[src/verilog/cdl_consts.svh]
// Purpose: Offsets, field positions, reset values and mode codes of the counter.
// Assumes: Registers sit on 32-bit Wishbone words at byte addresses.
// Notes:   Definitions only.
`ifndef CDL_CONSTS_SVH
`define CDL_CONSTS_SVH

// ----------------------------------------------------------------------------
// Register byte offsets
// ----------------------------------------------------------------------------
`define CDL_OFS_CTRL      8'h00
`define CDL_OFS_INCR      8'h04
`define CDL_OFS_ACCUM     8'h08
`define CDL_OFS_PINCTL    8'h0C

// ----------------------------------------------------------------------------
// Field positions
// ----------------------------------------------------------------------------
`define CDL_MODE_LSB      26
`define CDL_MODE_MSB      30
`define CDL_PLL_DIVIDER_SELECT_LSB    23
`define CDL_PLL_DIVIDER_SELECT_MSB    25
`define CDL_PC_DIR_A      0
`define CDL_PC_DIR_B      1
`define CDL_PC_LAT_A      2
`define CDL_PC_LAT_B      3
`define CDL_PC_PIN_A      4
`define CDL_PC_PIN_B      5

// ----------------------------------------------------------------------------
// Reset values
// ----------------------------------------------------------------------------
`define CDL_RST_MODE      5'h00
`define CDL_RST_PLL_DIVIDER_SELECT    3'h0
`define CDL_RST_WORD      32'h0000_0000
`define CDL_RST_PINCTL    4'h0

// ----------------------------------------------------------------------------
// Mode codes
// ----------------------------------------------------------------------------
`define CDL_MODE_OFF      5'h00
`define CDL_MODE_DUTY_SE  5'h06
`define CDL_MODE_DUTY_DF  5'h07
`define CDL_MODE_NEVER    5'h10
`define CDL_MODE_ALWAYS   5'h1F

`endif

[src/verilog/cdl_pkg.sv]
// Purpose: Types shared by the counter duty and logic pin mode block.
// Assumes: Constants come from cdl_consts.svh.
// Notes:   No timescale; types only.
package cdl_pkg;

   // -------------------------------------------------------------------------
   // Types
   // -------------------------------------------------------------------------
   typedef logic [4:0] cdl_mode_t;

   // Registered views of the pins.
   typedef struct packed {
      logic a_s1;
      logic a_s2;
      logic b_s1;
   } cdl_pins_t;

   // Decoded behaviour of the current mode.
   typedef struct packed {
      logic accumulate;
      logic duty;
      logic diff;
      logic feedback;
   } cdl_cond_t;

endpackage

[src/verilog/cdl_cond.sv]
// Purpose: Decodes the counter mode into accumulate and pin drive controls.
// Assumes: Pin views are already registered once and twice.
// Notes:   Purely combinational.
`timescale 1ns/100ps
`default_nettype none
`include "cdl_consts.svh"

module cdl_cond (
   // Mode and pins
   input  wire cdl_pkg::cdl_mode_t mode_i,
   input  wire cdl_pkg::cdl_pins_t pins_i,
   // Decoded controls
   output var  cdl_pkg::cdl_cond_t cond_o
);

   // -------------------------------------------------------------------------
   // Group decode
   // -------------------------------------------------------------------------
   wire logic grp_duty;
   wire logic grp_pin;
   wire logic grp_logic;
   wire logic [1:0] eq_idx;
   wire logic logic_hit;
   wire logic level_hit;
   wire logic edge_hit;
   wire logic pin_hit;

   assign grp_duty  = (mode_i == `CDL_MODE_DUTY_SE) || (mode_i == `CDL_MODE_DUTY_DF);
   assign grp_pin   = (mode_i[4:3] == 2'b01);
   assign grp_logic = mode_i[4];

   assign eq_idx    = {pins_i.b_s1, pins_i.a_s1};
   // truth table
   // The low four mode bits form the truth table of the two-input equation.
   assign logic_hit = mode_i[eq_idx];

   assign level_hit = pins_i.a_s1 ^ mode_i[2];
   assign edge_hit  = mode_i[2] ? (~pins_i.a_s1 & pins_i.a_s2) : (pins_i.a_s1 & ~pins_i.a_s2);
   assign pin_hit   = mode_i[1] ? edge_hit : level_hit;

   // -------------------------------------------------------------------------
   // Outputs
   // -------------------------------------------------------------------------
   // accumulate select
   assign cond_o.accumulate = grp_duty | (grp_logic & logic_hit) | (grp_pin & pin_hit);
   assign cond_o.duty       = grp_duty;
   assign cond_o.diff       = (mode_i == `CDL_MODE_DUTY_DF);
   assign cond_o.feedback   = grp_pin & mode_i[0];

endmodule

`default_nettype wire

[src/verilog/cdl_counter.sv]
// Purpose: One counter with duty, logic and pin-state modes on two pins.
// Assumes: Classic Wishbone slave, 32-bit data, pins synchronous to clk_i.
// Notes:   Modes outside the three groups hold the accumulator and drive nothing.
//
// What this block does
// - Codes 00110 and 00111 drive the accumulator carry onto the first pin.
// - In duty modes the first pin is high on cycles where the accumulator wraps.
// - Duty output high fraction equals increment over two to the thirty-two.
// - Logic modes 10000-11111 read both pins and add only when equation holds.
// - Logic mode 10000 never accumulates, like counter off.
// - Logic mode 11111 adds the increment on every clock cycle.
// - Logic equations use pin values registered one clock earlier.
// - Equations for codes 10001 through 10111.
// - Equations for codes 11000 through 11110.
// - Pin-state modes look at first pin; level single, edges double registered.
// - Pin-state conditions high, rising, low, falling; odd codes add feedback.
// - Feedback modes drive second pin with inverse of sampled first pin.
// - The PLL divider select field is ignored in these modes.
`timescale 1ns/100ps
`default_nettype none
`include "cdl_consts.svh"

module cdl_counter (
   // Clock and reset
   input  wire logic        clk_i,
   input  wire logic        rst_i,
   // Wishbone slave
   input  wire logic        wb_cyc_i,
   input  wire logic        wb_stb_i,
   input  wire logic        wb_we_i,
   input  wire logic [7:0]  wb_adr_i,
   input  wire logic [3:0]  wb_sel_i,
   input  wire logic [31:0] wb_dat_i,
   output logic      [31:0] wb_dat_o,
   output logic             wb_ack_o,
   // First pin
   input  wire logic        first_pin_i,
   output logic             first_pin_o,
   output logic             first_pin_oe_o,
   // Second pin
   input  wire logic        second_pin_i,
   output logic             second_pin_o,
   output logic             second_pin_oe_o
);

   // -------------------------------------------------------------------------
   // Functions
   // -------------------------------------------------------------------------
   // Merges write data into an old word under the byte enables.
   function automatic logic [31:0] merge_sel(input logic [31:0] old_w,
                                             input logic [31:0] new_w,
                                             input logic [3:0]  sel);
      logic [31:0] res;
      res = old_w;
      for (int i = 0; i < 4; i++) begin
         if (sel[i]) begin
            res[i*8 +: 8] = new_w[i*8 +: 8];
         end
      end
      return res;
   endfunction

   // -------------------------------------------------------------------------
   // State
   // -------------------------------------------------------------------------
   cdl_pkg::cdl_mode_t mode_q;
   logic [2:0]         pll_divider_select_q;
   logic [31:0]        incr_q;
   logic [31:0]        acc_q;
   logic [31:0]        acc_d;
   logic               dir_a_q;
   logic               dir_b_q;
   logic               lat_a_q;
   logic               lat_b_q;
   logic               first_s1_q;
   logic               first_s2_q;
   logic               second_s1_q;
   logic               ack_q;
   logic [31:0]        dat_q;
   logic               pin_a_q;
   logic               pin_b_q;

   // -------------------------------------------------------------------------
   // Bus decode
   // -------------------------------------------------------------------------
   wire logic        req;
   wire logic        wr_take;
   wire logic        hit_ctrl;
   wire logic        hit_incr;
   wire logic        hit_acc;
   wire logic        hit_pin;
   wire logic        ctrl_wr;
   wire logic        incr_wr;
   wire logic        acc_wr;
   wire logic        pin_wr;
   wire logic [31:0] ctrl_word;
   wire logic [31:0] pin_word;
   wire logic [31:0] rd_word;
   wire logic [31:0] ctrl_new;
   wire logic [31:0] pin_new;

   assign req      = wb_cyc_i & wb_stb_i;
   // A write lands at the edge where ack is already high.
   assign wr_take  = req & wb_we_i & ack_q;
   assign hit_ctrl = (wb_adr_i == `CDL_OFS_CTRL);
   assign hit_incr = (wb_adr_i == `CDL_OFS_INCR);
   assign hit_acc  = (wb_adr_i == `CDL_OFS_ACCUM);
   assign hit_pin  = (wb_adr_i == `CDL_OFS_PINCTL);
   assign ctrl_wr  = wr_take & hit_ctrl;
   assign incr_wr  = wr_take & hit_incr;
   assign acc_wr   = wr_take & hit_acc;
   assign pin_wr   = wr_take & hit_pin;

   assign ctrl_word = {1'b0, mode_q, pll_divider_select_q, 23'h00_0000};
   assign pin_word  = {26'h000_0000, second_s1_q, first_s1_q,
                       lat_b_q, lat_a_q, dir_b_q, dir_a_q};
   assign rd_word   = hit_ctrl ? ctrl_word :
                      hit_incr ? incr_q :
                      hit_acc  ? acc_q :
                      hit_pin  ? pin_word : 32'h0000_0000;
   assign ctrl_new  = merge_sel(ctrl_word, wb_dat_i, wb_sel_i);
   assign pin_new   = merge_sel(pin_word, wb_dat_i, wb_sel_i);

   // -------------------------------------------------------------------------
   // Bus handshake
   // -------------------------------------------------------------------------
   always_ff @(posedge clk_i) begin
      if (rst_i) begin
         ack_q <= 1'b0;
         dat_q <= `CDL_RST_WORD;
      end else begin
         ack_q <= req & ~ack_q;
         if (req & ~ack_q) begin
            dat_q <= rd_word;
         end
      end
   end

   // -------------------------------------------------------------------------
   // Configuration registers
   // -------------------------------------------------------------------------
   always_ff @(posedge clk_i) begin
      if (rst_i) begin
         mode_q   <= `CDL_RST_MODE;
         pll_divider_select_q <= `CDL_RST_PLL_DIVIDER_SELECT;
         incr_q   <= `CDL_RST_WORD;
         dir_a_q  <= 1'b0;
         dir_b_q  <= 1'b0;
         lat_a_q  <= 1'b0;
         lat_b_q  <= 1'b0;
      end else begin
         if (ctrl_wr) begin
            mode_q   <= ctrl_new[`CDL_MODE_MSB:`CDL_MODE_LSB];
            // divider stored only
            // Held for software readback; no logic of these modes uses it.
            pll_divider_select_q <= ctrl_new[`CDL_PLL_DIVIDER_SELECT_MSB:`CDL_PLL_DIVIDER_SELECT_LSB];
         end
         if (incr_wr) begin
            incr_q <= merge_sel(incr_q, wb_dat_i, wb_sel_i);
         end
         if (pin_wr) begin
            dir_a_q <= pin_new[`CDL_PC_DIR_A];
            dir_b_q <= pin_new[`CDL_PC_DIR_B];
            lat_a_q <= pin_new[`CDL_PC_LAT_A];
            lat_b_q <= pin_new[`CDL_PC_LAT_B];
         end
      end
   end

   // -------------------------------------------------------------------------
   // Pin sampling
   // -------------------------------------------------------------------------
   // input registers
   always_ff @(posedge clk_i) begin
      if (rst_i) begin
         first_s1_q  <= 1'b0;
         first_s2_q  <= 1'b0;
         second_s1_q <= 1'b0;
      end else begin
         first_s1_q  <= first_pin_i;
         first_s2_q  <= first_s1_q;
         second_s1_q <= second_pin_i;
      end
   end

   // -------------------------------------------------------------------------
   // Mode decode
   // -------------------------------------------------------------------------
   cdl_pkg::cdl_pins_t pins;
   cdl_pkg::cdl_cond_t cond;

   assign pins.a_s1 = first_s1_q;
   assign pins.a_s2 = first_s2_q;
   assign pins.b_s1 = second_s1_q;

   cdl_cond u_cond (
      .mode_i (mode_q),
      .pins_i (pins),
      .cond_o (cond)
   );

   // -------------------------------------------------------------------------
   // Accumulator
   // -------------------------------------------------------------------------
   wire logic [32:0] sum;
   wire logic        carry;
   wire logic        drv_a;
   wire logic        drv_b;

   // carry out of the add
   // The carry is high in a share of cycles equal to increment / 2^32.
   assign sum   = {1'b0, acc_q} + {1'b0, incr_q};
   assign carry = cond.duty & sum[32];

   // conditional add
   // A software write to the accumulator wins over the add in that cycle.
   assign acc_d = acc_wr          ? merge_sel(acc_q, wb_dat_i, wb_sel_i) :
                  cond.accumulate ? sum[31:0] : acc_q;

   assign drv_a = carry;
   assign drv_b = (cond.diff & ~sum[32]) | (cond.feedback & ~first_s1_q);

   always_ff @(posedge clk_i) begin
      if (rst_i) begin
         acc_q <= `CDL_RST_WORD;
      end else begin
         acc_q <= acc_d;
      end
   end

   // -------------------------------------------------------------------------
   // Pin drivers
   // -------------------------------------------------------------------------
   // latch OR, direction enable
   always_ff @(posedge clk_i) begin
      if (rst_i) begin
         pin_a_q <= 1'b0;
         pin_b_q <= 1'b0;
      end else begin
         pin_a_q <= drv_a | lat_a_q;
         pin_b_q <= drv_b | lat_b_q;
      end
   end

   assign wb_ack_o        = ack_q;
   assign wb_dat_o        = dat_q;
   assign first_pin_o     = pin_a_q;
   assign second_pin_o    = pin_b_q;
   assign first_pin_oe_o  = dir_a_q;
   assign second_pin_oe_o = dir_b_q;

   // -------------------------------------------------------------------------
   // Assertions
   // -------------------------------------------------------------------------
   wire logic duty_now;
   wire logic logic_now;

   assign duty_now  = (mode_q == `CDL_MODE_DUTY_SE) || (mode_q == `CDL_MODE_DUTY_DF);
   assign logic_now = mode_q[4];

   property p_duty_wrap;
      @(posedge clk_i) disable iff (rst_i)
      (duty_now && !acc_wr) |=>
         (first_pin_o == ((acc_q < $past(acc_q)) | $past(lat_a_q)));
   endproperty
   a_duty_wrap: assert property (p_duty_wrap) else $error("duty pin not on wrap");

   property p_duty_add;
      @(posedge clk_i) disable iff (rst_i)
      (duty_now && !acc_wr) |=> (acc_q == 32'($past(acc_q) + $past(incr_q)));
   endproperty
   a_duty_add: assert property (p_duty_add) else $error("duty add missing");

   property p_never;
      @(posedge clk_i) disable iff (rst_i)
      ((mode_q == `CDL_MODE_NEVER || mode_q == `CDL_MODE_OFF) && !acc_wr) |=> $stable(acc_q);
   endproperty
   a_never: assert property (p_never) else $error("never mode accumulated");

   property p_always;
      @(posedge clk_i) disable iff (rst_i)
      (mode_q == `CDL_MODE_ALWAYS && !acc_wr) |=> (acc_q == 32'($past(acc_q) + $past(incr_q)));
   endproperty
   a_always: assert property (p_always) else $error("always mode skipped");

   property p_logic_eq;
      @(posedge clk_i) disable iff (rst_i)
      (logic_now && !acc_wr && incr_q != 32'h0000_0000) |=>
         ((acc_q != $past(acc_q)) ==
          ((($past(mode_q) >> {$past(second_pin_i, 2), $past(first_pin_i, 2)}) & 5'h01)
           != 5'h00));
   endproperty
   a_logic_eq: assert property (p_logic_eq) else $error("logic equation mismatch");

   property p_rise;
      @(posedge clk_i) disable iff (rst_i)
      (mode_q[4:1] == 4'h5 && !acc_wr && incr_q != 32'h0000_0000) |=>
         ((acc_q != $past(acc_q)) == ($past(first_pin_i, 2) && !$past(first_pin_i, 3)));
   endproperty
   a_rise: assert property (p_rise) else $error("rising edge count wrong");

   property p_low;
      @(posedge clk_i) disable iff (rst_i)
      (mode_q[4:1] == 4'h6 && !acc_wr && incr_q != 32'h0000_0000) |=>
         ((acc_q != $past(acc_q)) == !$past(first_pin_i, 2));
   endproperty
   a_low: assert property (p_low) else $error("low level count wrong");

   property p_feedback;
      @(posedge clk_i) disable iff (rst_i)
      (mode_q[4:3] == 2'b01 && mode_q[0]) |=>
         (second_pin_o == (!$past(first_pin_i, 2) || $past(lat_b_q)));
   endproperty
   a_feedback: assert property (p_feedback) else $error("feedback not inverse");

   property p_diff;
      @(posedge clk_i) disable iff (rst_i)
      (mode_q == `CDL_MODE_DUTY_DF && !lat_a_q && !lat_b_q) |=> (second_pin_o != first_pin_o);
   endproperty
   a_diff: assert property (p_diff) else $error("differential pins equal");

   property p_latch;
      @(posedge clk_i) disable iff (rst_i)
      (lat_a_q && !pin_wr) |=> (first_pin_o && first_pin_oe_o == $past(dir_a_q));
   endproperty
   a_latch: assert property (p_latch) else $error("latch not ORed on pin");

   property p_high;
      @(posedge clk_i) disable iff (rst_i)
      (mode_q[4:1] == 4'h4 && !acc_wr && incr_q != 32'h0000_0000) |=>
         ((acc_q != $past(acc_q)) == $past(first_pin_i, 2));
   endproperty
   a_high: assert property (p_high) else $error("high level count wrong");

   property p_fall;
      @(posedge clk_i) disable iff (rst_i)
      (mode_q[4:1] == 4'h7 && !acc_wr && incr_q != 32'h0000_0000) |=>
         ((acc_q != $past(acc_q)) == (!$past(first_pin_i, 2) && $past(first_pin_i, 3)));
   endproperty
   a_fall: assert property (p_fall) else $error("falling edge count wrong");

   property p_logic_in;
      @(posedge clk_i) disable iff (rst_i)
      logic_now |=> (first_pin_o == $past(lat_a_q) && second_pin_o == $past(lat_b_q));
   endproperty
   a_logic_in: assert property (p_logic_in) else $error("logic mode drove a pin");

endmodule

`default_nettype wire

[config.mk]
export PLATFORM = sky130hd
export DESIGN_NAME = cdl_counter
export DESIGN_NICKNAME = d
export VERILOG_FILES = /design/src/verilog/cdl_pkg.sv /design/src/verilog/cdl_cond.sv /design/src/verilog/cdl_counter.sv
export VERILOG_INCLUDE_DIRS = /design/src /design/src/verilog
export SDC_FILE = /design/constraint.sdc
export NUM_CORES = 1
export LEC_CHECK = 0
export ABC_AREA = 1
export BUFFER_PORTS_ARGS = -buffer_cell sky130_fd_sc_hd__buf_2
export CORE_MARGIN = 2
export CORE_UTILIZATION = 51
export DETAILED_ROUTE_END_ITERATION = 12
export GPL_TIMING_DRIVEN = 0
export PLACE_DENSITY = 0.71
export SYNTH_ARGS = -nofsm -noshare
export SYNTH_HDL_FRONTEND = slang
export SYNTH_SLANG_ARGS = --single-unit
[constraint.sdc]
create_clock -name clk_i -period 2.3 [get_ports clk_i]
set_input_delay 0.345 -clock clk_i [delete_from_list [all_inputs] [get_ports clk_i]]
set_output_delay 0.345 -clock clk_i [all_outputs]
set_load 0.02 [all_outputs]
# After elaboration in Yosys (flattened, before gate mapping)
# Index checks and enable logic that the tools add are counted.
# totals
out_inout_bits	37
word_cells	88
reg_bits	114
inputBits	51
# op_classes
bitwise	26
n_addsub	1
mux	14
reduce_logical	14
eq_ne	10
magnitude_cmp	1
# ops
cell	count
$mux W32	5
$add A32 B32 Y33	1
$mux W8	4
$reduce_and A2 Y1	11
$and A1 B1 Y1	16
$eq A8 B4 Y1 const B	2
$eq A5 B3 Y1 const B	2
$eq A8 B3 Y1 const B	1
$logic_not A8 Y1	1
$ne A2 B2 Y1 const B	4
$mux W6	1
$or A1 B1 Y1	5
$lt A2 B4 Y1 const B	1
$not A1 Y1	4
$mux W1	3
$bmux W1 S2	1
$eq A2 B1 Y1 const B	1
$reduce_bool A2 Y1	1
$logic_or A1 B1 Y1	1
$xor A1 B1 Y1	1

# Longest topological paths before layout
# Gate-level depths: netlist of the first run.
# depth
word_depth	8
mapped_depth	16
ltp_nobuf	16

# Modules after synthesis
# A second synthesis of the first run with hierarchy kept.
# unflattened
hier_cells	1186
area_unflattened_um2	7312.0
# by_module_without_submodules
mod	seq_area_each_um2	area_each_um2	n_inst	cells_per_inst
cdl_counter	2282.2	7179.4	1	1158
cdl_cond	0.0	132.6	1	28

# Worst setup path before layout of the first run
# Ideal clock, no wire load.
# synth_path
kind	reg2reg
from	register incr_q[0]
to	register pin_a_q, in the netlist first_pin_o
n_path_buf	0
arrival_time_ns	1.840
path_stages_with_launch	17
path_slack_ns	0.390
setup_ns	0.070
path_cell_list	dfxtp_1 ha_1 inv_1 fa_1 inv_1 nand3_1 nand3_1 nand2_1 nand2_1 nand2_1 nand2_1 nand2_1 nand2_1 nand2_1 nand2_1 nand2_1 a21oi_1
# synth_via
elab_chain_len	3
# synth_rtl
item	line_no	rtl
start: declaration	cdl_counter.sv:68	logic [31:0] incr_q;
start signal: assignment	cdl_counter.sv:146	incr_q <= `CDL_RST_WORD;
start signal: assignment	cdl_counter.sv:159	incr_q <= merge_sel(incr_q, wb_dat_i, wb_sel_i);
$add A32 B32 Y33	cdl_counter.sv:212	assign sum = {1'b0, acc_q} + {1'b0, incr_q};
$and A1 B1 Y1	cdl_counter.sv:213	assign carry = cond.duty & sum[32];
$or A1 B1 Y1	cdl_counter.sv:240	pin_a_q <= drv_a | lat_a_q;
end signal: assignment	cdl_counter.sv:240	
end: declaration	cdl_counter.sv:80	logic pin_a_q;
# Every way passes these cells.
# A chain may end at the register's enable or synchronous reset.

# Final worst setup path of the first run
# layout_path
from	register acc_q[0]
to	register pin_a_q, in the netlist first_pin_o
# layout_via
elab_chain_len	3
# layout_rtl
item	line_no	rtl
start: declaration	cdl_counter.sv:69	logic [31:0] acc_q;
start signal: assignment	cdl_counter.sv:225	acc_q <= `CDL_RST_WORD;
$add A32 B32 Y33	cdl_counter.sv:212	
$and A1 B1 Y1	cdl_counter.sv:213	
$or A1 B1 Y1	cdl_counter.sv:240	
# Every way passes these cells.

==> impl_metrics.toml, run 1 <==
[status]
outcome = "complete, no violations"

[floorplanning]
rows = 43
die-area_um2 = 15450
die_y_um = 124.3
die_w_um = 124.3
coreArea_um2 = 13990
initial_core_util_pct = 52.76
io_pins = 88

[clock_tree]
htreeDepth = 4
ctsRootBufferMaster = "clkbuf_16"
holdBufCountCts = 0
cts_made_buffers = 17
clkTransAtPathRegs_ns = 0.06
cts_tree = "built"
cts.sinks = 114
clk_latency_ns = 0.43
clk_path_buf_depth = 2

[drt]
drt-total-wl_mm = 24.35
vias = 8015
first_pass_iters = 5
via_per_inst = 5.383
ant_nets = 0
wl_per_cell_um = 16.35
dr.first_iter.drc_count = 685
drc = 0

[timing]
rsz0062_at_grt = "no"
post-route-min-period_ns = 2.169
worst_slew_pin_slew_ns = 0.7871
final-setup-viol-count = 0
fin_worst_skew_ns = 0.01010
timing.final.crit_share_pct = 94.29
setup_tns_ns = 0
hold_slack_ns = 0.1138
hold_viol_final = 0
slew_violations = 0
max_freq_mhz = 461.1
relSlewSlack_pct = 47.53

[setup_path]
critPathMaxFanout = 3
end_kind = "flop"
crit_type = "reg -> reg"
critPathTopFamily = "simple AND/OR/NAND/NOR gates"
critical_path.slowest_cell = "fa_2"
reg2reg_slack_ns = 0.13
cp_data_required_time_ns = 2.66
critPathLaunchType = "flop"
r2r-start = "acc_q[0]"
rr_worst_depth = 16
r2r-end = "first_pin_o"
critPathMaxStageDelay_ns = 0.37
crit_chain = "ha_2 > inv_1 > fa_2 > inv_2 > nand3_1 > nand3_2 > nand2_1 > nand2_1 > nand2_1 > nand2_2 > nand2_2 > nand2_2 > nand2_2 > nand2_1 > nand2_1 > a21oi_2"
cpMostUsedCell = "nand2_1"
crit_arrival_ns = 2.53
critPathBufInv = 2

[global_routing]
grt_max_degree = 17
grt_first_pass_wirelength_mm = 38.84
track_usage_pct = 31.52
grt-ovfl-total = 0
antenna_found_initial = 0
grt_pass1_vias = 7584

[synthesis]
syn_avg_cell_area_um2 = 6.213
muxShareOfSynthArea_pct = 0
synth_compound_area_share_pct = 19.05
yosys.area_share.xor_xnor_pct = 0.8306
async_flop_share_pct = 0
ys_warn_count = 0
ys_types = 46
synthAdderAreaFrac_pct = 5.696
yosys.area_share.simple_pct = 30.58
synth_top_family_by_area = "simple AND/OR/NAND/NOR gates"
syn_inst = 1188
ys_seq_area_share_pct = 30.92
synthesis.nets = 1272
synth-edff-count = 0
synth_seq_cells = 114
synth_area_um2 = 7381
synth_flop_cell = "dfxtp_1"

[finish]
layout-drive-gt1-share_pct = 13.90
antenna_cells = 0
synthToLayoutAreaGrowth_pct = 17.46
nets = 1380

[flow_run]
maxCapViolCount = 0

[hold_path]
hold_path_class = "in -> reg"
worstHoldStart = "second_pin_i"
hold_end = "second_s1_q"
min_path_cells = 3

[placement]
place.gp.congestion = 0.9792
io_buffers = 87
place_hpwl_mm = 18.90

[power_and_ir_drop]
p_comb_share_pct = 4.5
p_leak_nw = 4.236
p_int_mw = 3.658
pwr_density_cell_nw_per_um2 = 561.5
p_clk_share_pct = 54.6
p_seq_share_pct = 40.9
power.switching_mw = 1.210
p_sw_share_pct = 24.86
power_mw = 4.868
ir_drop_mv = 0.5061
## worst max-delay path by stage
stage	from	to	slack, ns	cells past startpoint
finish	acc_q[0]	first_pin_o	0.13	16
global route	incr_q[0]	first_pin_o	0.008	16
CTS	acc_q[0]	first_pin_o	0.002	16
detailed placement	incr_q[0]	first_pin_o	-0.12	16
global placement	incr_q[0]	first_pin_o	-0.11	16
floorplan	incr_q[0]	first_pin_o	0.39	16
## cells in the final DEF, fill, tap and decap left out, drive strengths merged, types with 3 or more instances in the layout
cell type	n
a211oi	4
a21oi	121
a31oi	7
buf	111
clkbuf	38
clkinv	9
dfxtp	114
ha	32
inv	200
nand2	347
nand3	89
nand4	5
nor2	76
nor3	8
o2111ai	7
o211ai	9
o21ai	104
o21bai	3
or2	3
xnor2	5
## per-stage QoR
stage | setup WS [ns] | utilization [%] | std cells | instance area, um2
2_1_floorplan | 0.3899 | - | 1188 | 7381
3_3_place_gp | -0.1128 | 57.49 | 1455 | 8041
3_5_place_dp | -0.1192 | 57.49 | 1455 | 8041
4_1_cts | 0.002066 | 61.79 | 1488 | 8643
5_1_grt | 0.008475 | 61.98 | 1489 | 8670
6_report | 0.1314 | 61.98 | 1489 | 8670
## per-layer routing
layer / wire length, um / GRT usage [%]
met1: 10860 / 41.41
met2: 11360 / 52.68
met3: 1646 / 5.842
met4: 484 / 9.518
met5: 0 / 0
## synthesized netlist by cell type (2+ instances only)
cell type  number  share of area, %
nor3_4          2              0.44
nand2_1       341                17
buf_4           3              0.31
o211ai_1        9              0.92
o2111ai_1       7              0.83
clkbuf_1       20               1.0
nor3_1          6              0.41
a31oi_1         7              0.59
a21oi_1       120               8.1
buf_2          16               1.1
or2_2           2              0.17
nor2_2          2              0.17
nand3_2         6              0.81
ha_1           32               5.4
nand2_2         5              0.42
o21bai_1        3              0.31
nor2_4          2              0.31
dfxtp_1       114                31
nand3_1        83               5.6
inv_1         191               9.7
o21ai_1        38               2.6
inv_2           6              0.31
a211oi_1        4              0.41
a22o_1          2              0.24
nor2_1         72               3.7
xor2_1          2              0.24
xnor2_1         5              0.59
nand4_1         5              0.42
buf_6           2              0.31
o21ai_0        65               4.4
## kinds of logic after synthesis
family	after synthesis
AO/OA/AOI/OAI	261
flip-flops	114
AND/OR/NAND/NOR	532
adder cells (fa/ha/maj)	33
XOR/XNOR	7
buffers and inverters	241
## power by group through the flow
stage          Sequential, mW  Combinational (mW)  Clock (mW)
2_1_floorplan            2.04              0.0905           0
3_3_place_gp             2.04               0.215           0
3_5_place_dp             2.04               0.217           0
4_1_cts                  1.99               0.217        2.67
5_1_grt                  1.99               0.238        2.74
6_report                 1.99               0.220        2.66
## sequential cells by signal, indices dropped and copies added, names as in the netlist, 3 cells and up
register / cells
mode_q: 5
acc_q: 32
pll_divider_select_q: 3
incr_q: 32
wb_dat_o: 32
## worst min-delay path, stage by stage
cell and delay, ns:
buf_2 0.08, inv_1 0.03, nor2_1 0.06
## layout make-up
cell class / count / area [um2]
buffer: 42 / 203.9
clock buffer: 18 / 429.2
clock inverter: 14 / 157.7
fill: 1414 / 5319
inverter: 199 / 749.5
multi-input combinational: 833 / 4169
sequential: 114 / 2285
tap: 180 / 225.2
timing repair buffer: 89 / 450.4
## repair_timing
item / CTS / global route
pin swaps: 1 / 2
resized for setup: 3 / 8
buffers inserted: 1 / 1
endpoints found under the setup margin: 3 / 5
Power figures use the tool's default switching activity.
==> run 2, diff against run 1 <==
PLACE_DENSITY = unset   (was 0.71)
PLACE_DENSITY_LB_ADDON = 0.25   (was unset)
==> impl_metrics.toml, run 2 (same netlist as run 1, synthesis figures left out) <==
[floorplanning]
io_pins = 88
coreArea_um2 = 13990
die-area_um2 = 15450
rows = 43
die_y_um = 124.3
initial_core_util_pct = 52.76
die_w_um = 124.3

[power_and_ir_drop]
pwr_density_cell_nw_per_um2 = 562.5
p_comb_share_pct = 4.5
ir_drop_mv = 0.5033
p_sw_share_pct = 24.59
p_seq_share_pct = 40.7
power.switching_mw = 1.202
p_leak_nw = 4.228
p_int_mw = 3.687
p_clk_share_pct = 54.8

[timing]
setup_tns_ns = 0
post-route-min-period_ns = 2.165
hold_viol_final = 0
slew_violations = 0
final-setup-viol-count = 0
rsz0062_at_grt = "no"
relSlewSlack_pct = 47.65
fin_worst_skew_ns = 0.009652
worst_slew_pin_slew_ns = 0.7852
max_freq_mhz = 461.8
timing.final.crit_share_pct = 94.15

[setup_path]
crit_type = "reg -> reg"
crit_arrival_ns = 2.52
critPathMaxFanout = 3
r2r-start = "incr_q[0]"
cp_data_required_time_ns = 2.65
end_kind = "flop"
critical_path.endpoint = "first_pin_o"
reg2reg_slack_ns = 0.13
critPathLaunchType = "flop"
rr_worst_depth = 16
crit_start = "incr_q[0]"
r2r-end = "first_pin_o"

[placement]
placed_area_um2 = 8041
place_hpwl_mm = 18.64
dp.cells = 1455
place.gp.congestion = 0.9885
io_buffers = 87

[global_routing]
grt_pass1_vias = 7576
track_usage_pct = 31.27
grt_max_degree = 17
antenna_found_initial = 0
grt-ovfl-total = 0
grt_first_pass_wirelength_mm = 38.70

[finish]
seq_area_um2 = 2290
stdcell_area_um2 = 8692
antenna_cells = 0
synthToLayoutAreaGrowth_pct = 17.77
fillers = 1366
multi_input_area_um2 = 4184
layout-drive-gt1-share_pct = 13.99
layout_common_cells = "nand2_1 (335), inv_1 (190), a21oi_1 (119)"
fin_cells = 1488
nets = 1379
layout_commonest_cell = "nand2_1"
fin_util_pct = 62.14

[clock_tree]
ctsRootBufferMaster = "clkbuf_16"
holdBufCountCts = 0
clk_latency_ns = 0.43
cts.sinks = 114
clkTransAtPathRegs_ns = 0.06
cts_tree = "built"
clk_path_buf_depth = 2
cts_made_buffers = 17
htreeDepth = 4

[drt]
dr.first_iter.drc_count = 635
vias = 8156
drc = 0
ant_nets = 0
via_per_inst = 5.481
first_pass_iters = 8
wl_per_cell_um = 16.42
drt-total-wl_mm = 24.43

[flow_run]
maxCapViolCount = 0

[status]
outcome = "complete, no violations"

[hold_path]
hold_path_class = "in -> reg"
run 2: changes by cell type in the layout (fill, tap and decap cells not counted), sizes merged:
cell      change
buf           -1
clkbuf        +1
clkinv        -3
clkinvlp      +2
run 2: timing repair:
action | CTS | global route
cloned | 0 | 0
pin swaps | 0 | 2
endpoints found under the setup margin | 3 | 3
resized for setup | 6 | 10
buffers inserted | 0 | 1
run 2: area by class of cell:
type	instances	area share, %
plain buffers	42	2.346
clock buffers	19	5.096
clock inverters	13	1.771
inverters	199	8.622
multi-input cells	833	48.14
flip-flops and latches	114	26.34
well taps	180	2.591
repair buffers	88	5.096
run 2: worst max-delay path: stages, from the launching register on:
cell,delay (ns)
dfxtp_4,0.37
ha_4,0.15
inv_1,0.05
fa_2,0.36
inv_2,0.08
nand3_1,0.08
nand3_2,0.11
nand2_1,0.07
nand2_2,0.09
nand2_2,0.08
nand2_2,0.09
nand2_2,0.08
nand2_2,0.09
nand2_2,0.07
nand2_1,0.06
nand2_1,0.10
a21oi_2,0.15
run 2: worst min path at each step:
stage	startpoint	endpoint	slack [ns]	cells after the start
6_report	first_pin_i	first_s1_q	0.11	3
5_1_grt	first_pin_i	first_s1_q	0.12	3
4_1_cts	first_pin_i	first_s1_q	0.11	3
3_5_place_dp	pll_divider_select_q[1]	pll_divider_select_q[1]	0.45	2
3_3_place_gp	pll_divider_select_q[1]	pll_divider_select_q[1]	0.44	2
2_1_floorplan	pll_divider_select_q[1]	pll_divider_select_q[1]	0.42	2
run 2: through the flow:
stage          setup WS (ns)  hold slack, ns  total power, mW
4_1_cts             0.004933          0.1144            4.893
3_5_place_dp         -0.1198          0.4464            2.251
6_report              0.1346          0.1138            4.890
3_3_place_gp         -0.1326          0.4403            2.250
2_1_floorplan         0.3899          0.4242            2.135
5_1_grt              0.02528          0.1150            5.015
run 2: layer usage:
layer  up-vias  global-route usage (%)  part of all wire, %
met3        52                   6.873                  7.6
li1       4045                       -                    -
met2       326                   50.56                   45
met4         0                   11.83                  3.0
met5         -                       0                    0
met1      3733                   40.84                   44
run 2: power groups by stage:
stage / Sequential (mW) / Clock [mW] / Combinational, mW
finish: 1.99 / 2.68 / 0.221
global route: 1.99 / 2.78 / 0.239
CTS: 1.99 / 2.68 / 0.218
detailed placement: 2.04 / 0 / 0.216
global placement: 2.04 / 0 / 0.215
floorplan: 2.04 / 0 / 0.0905
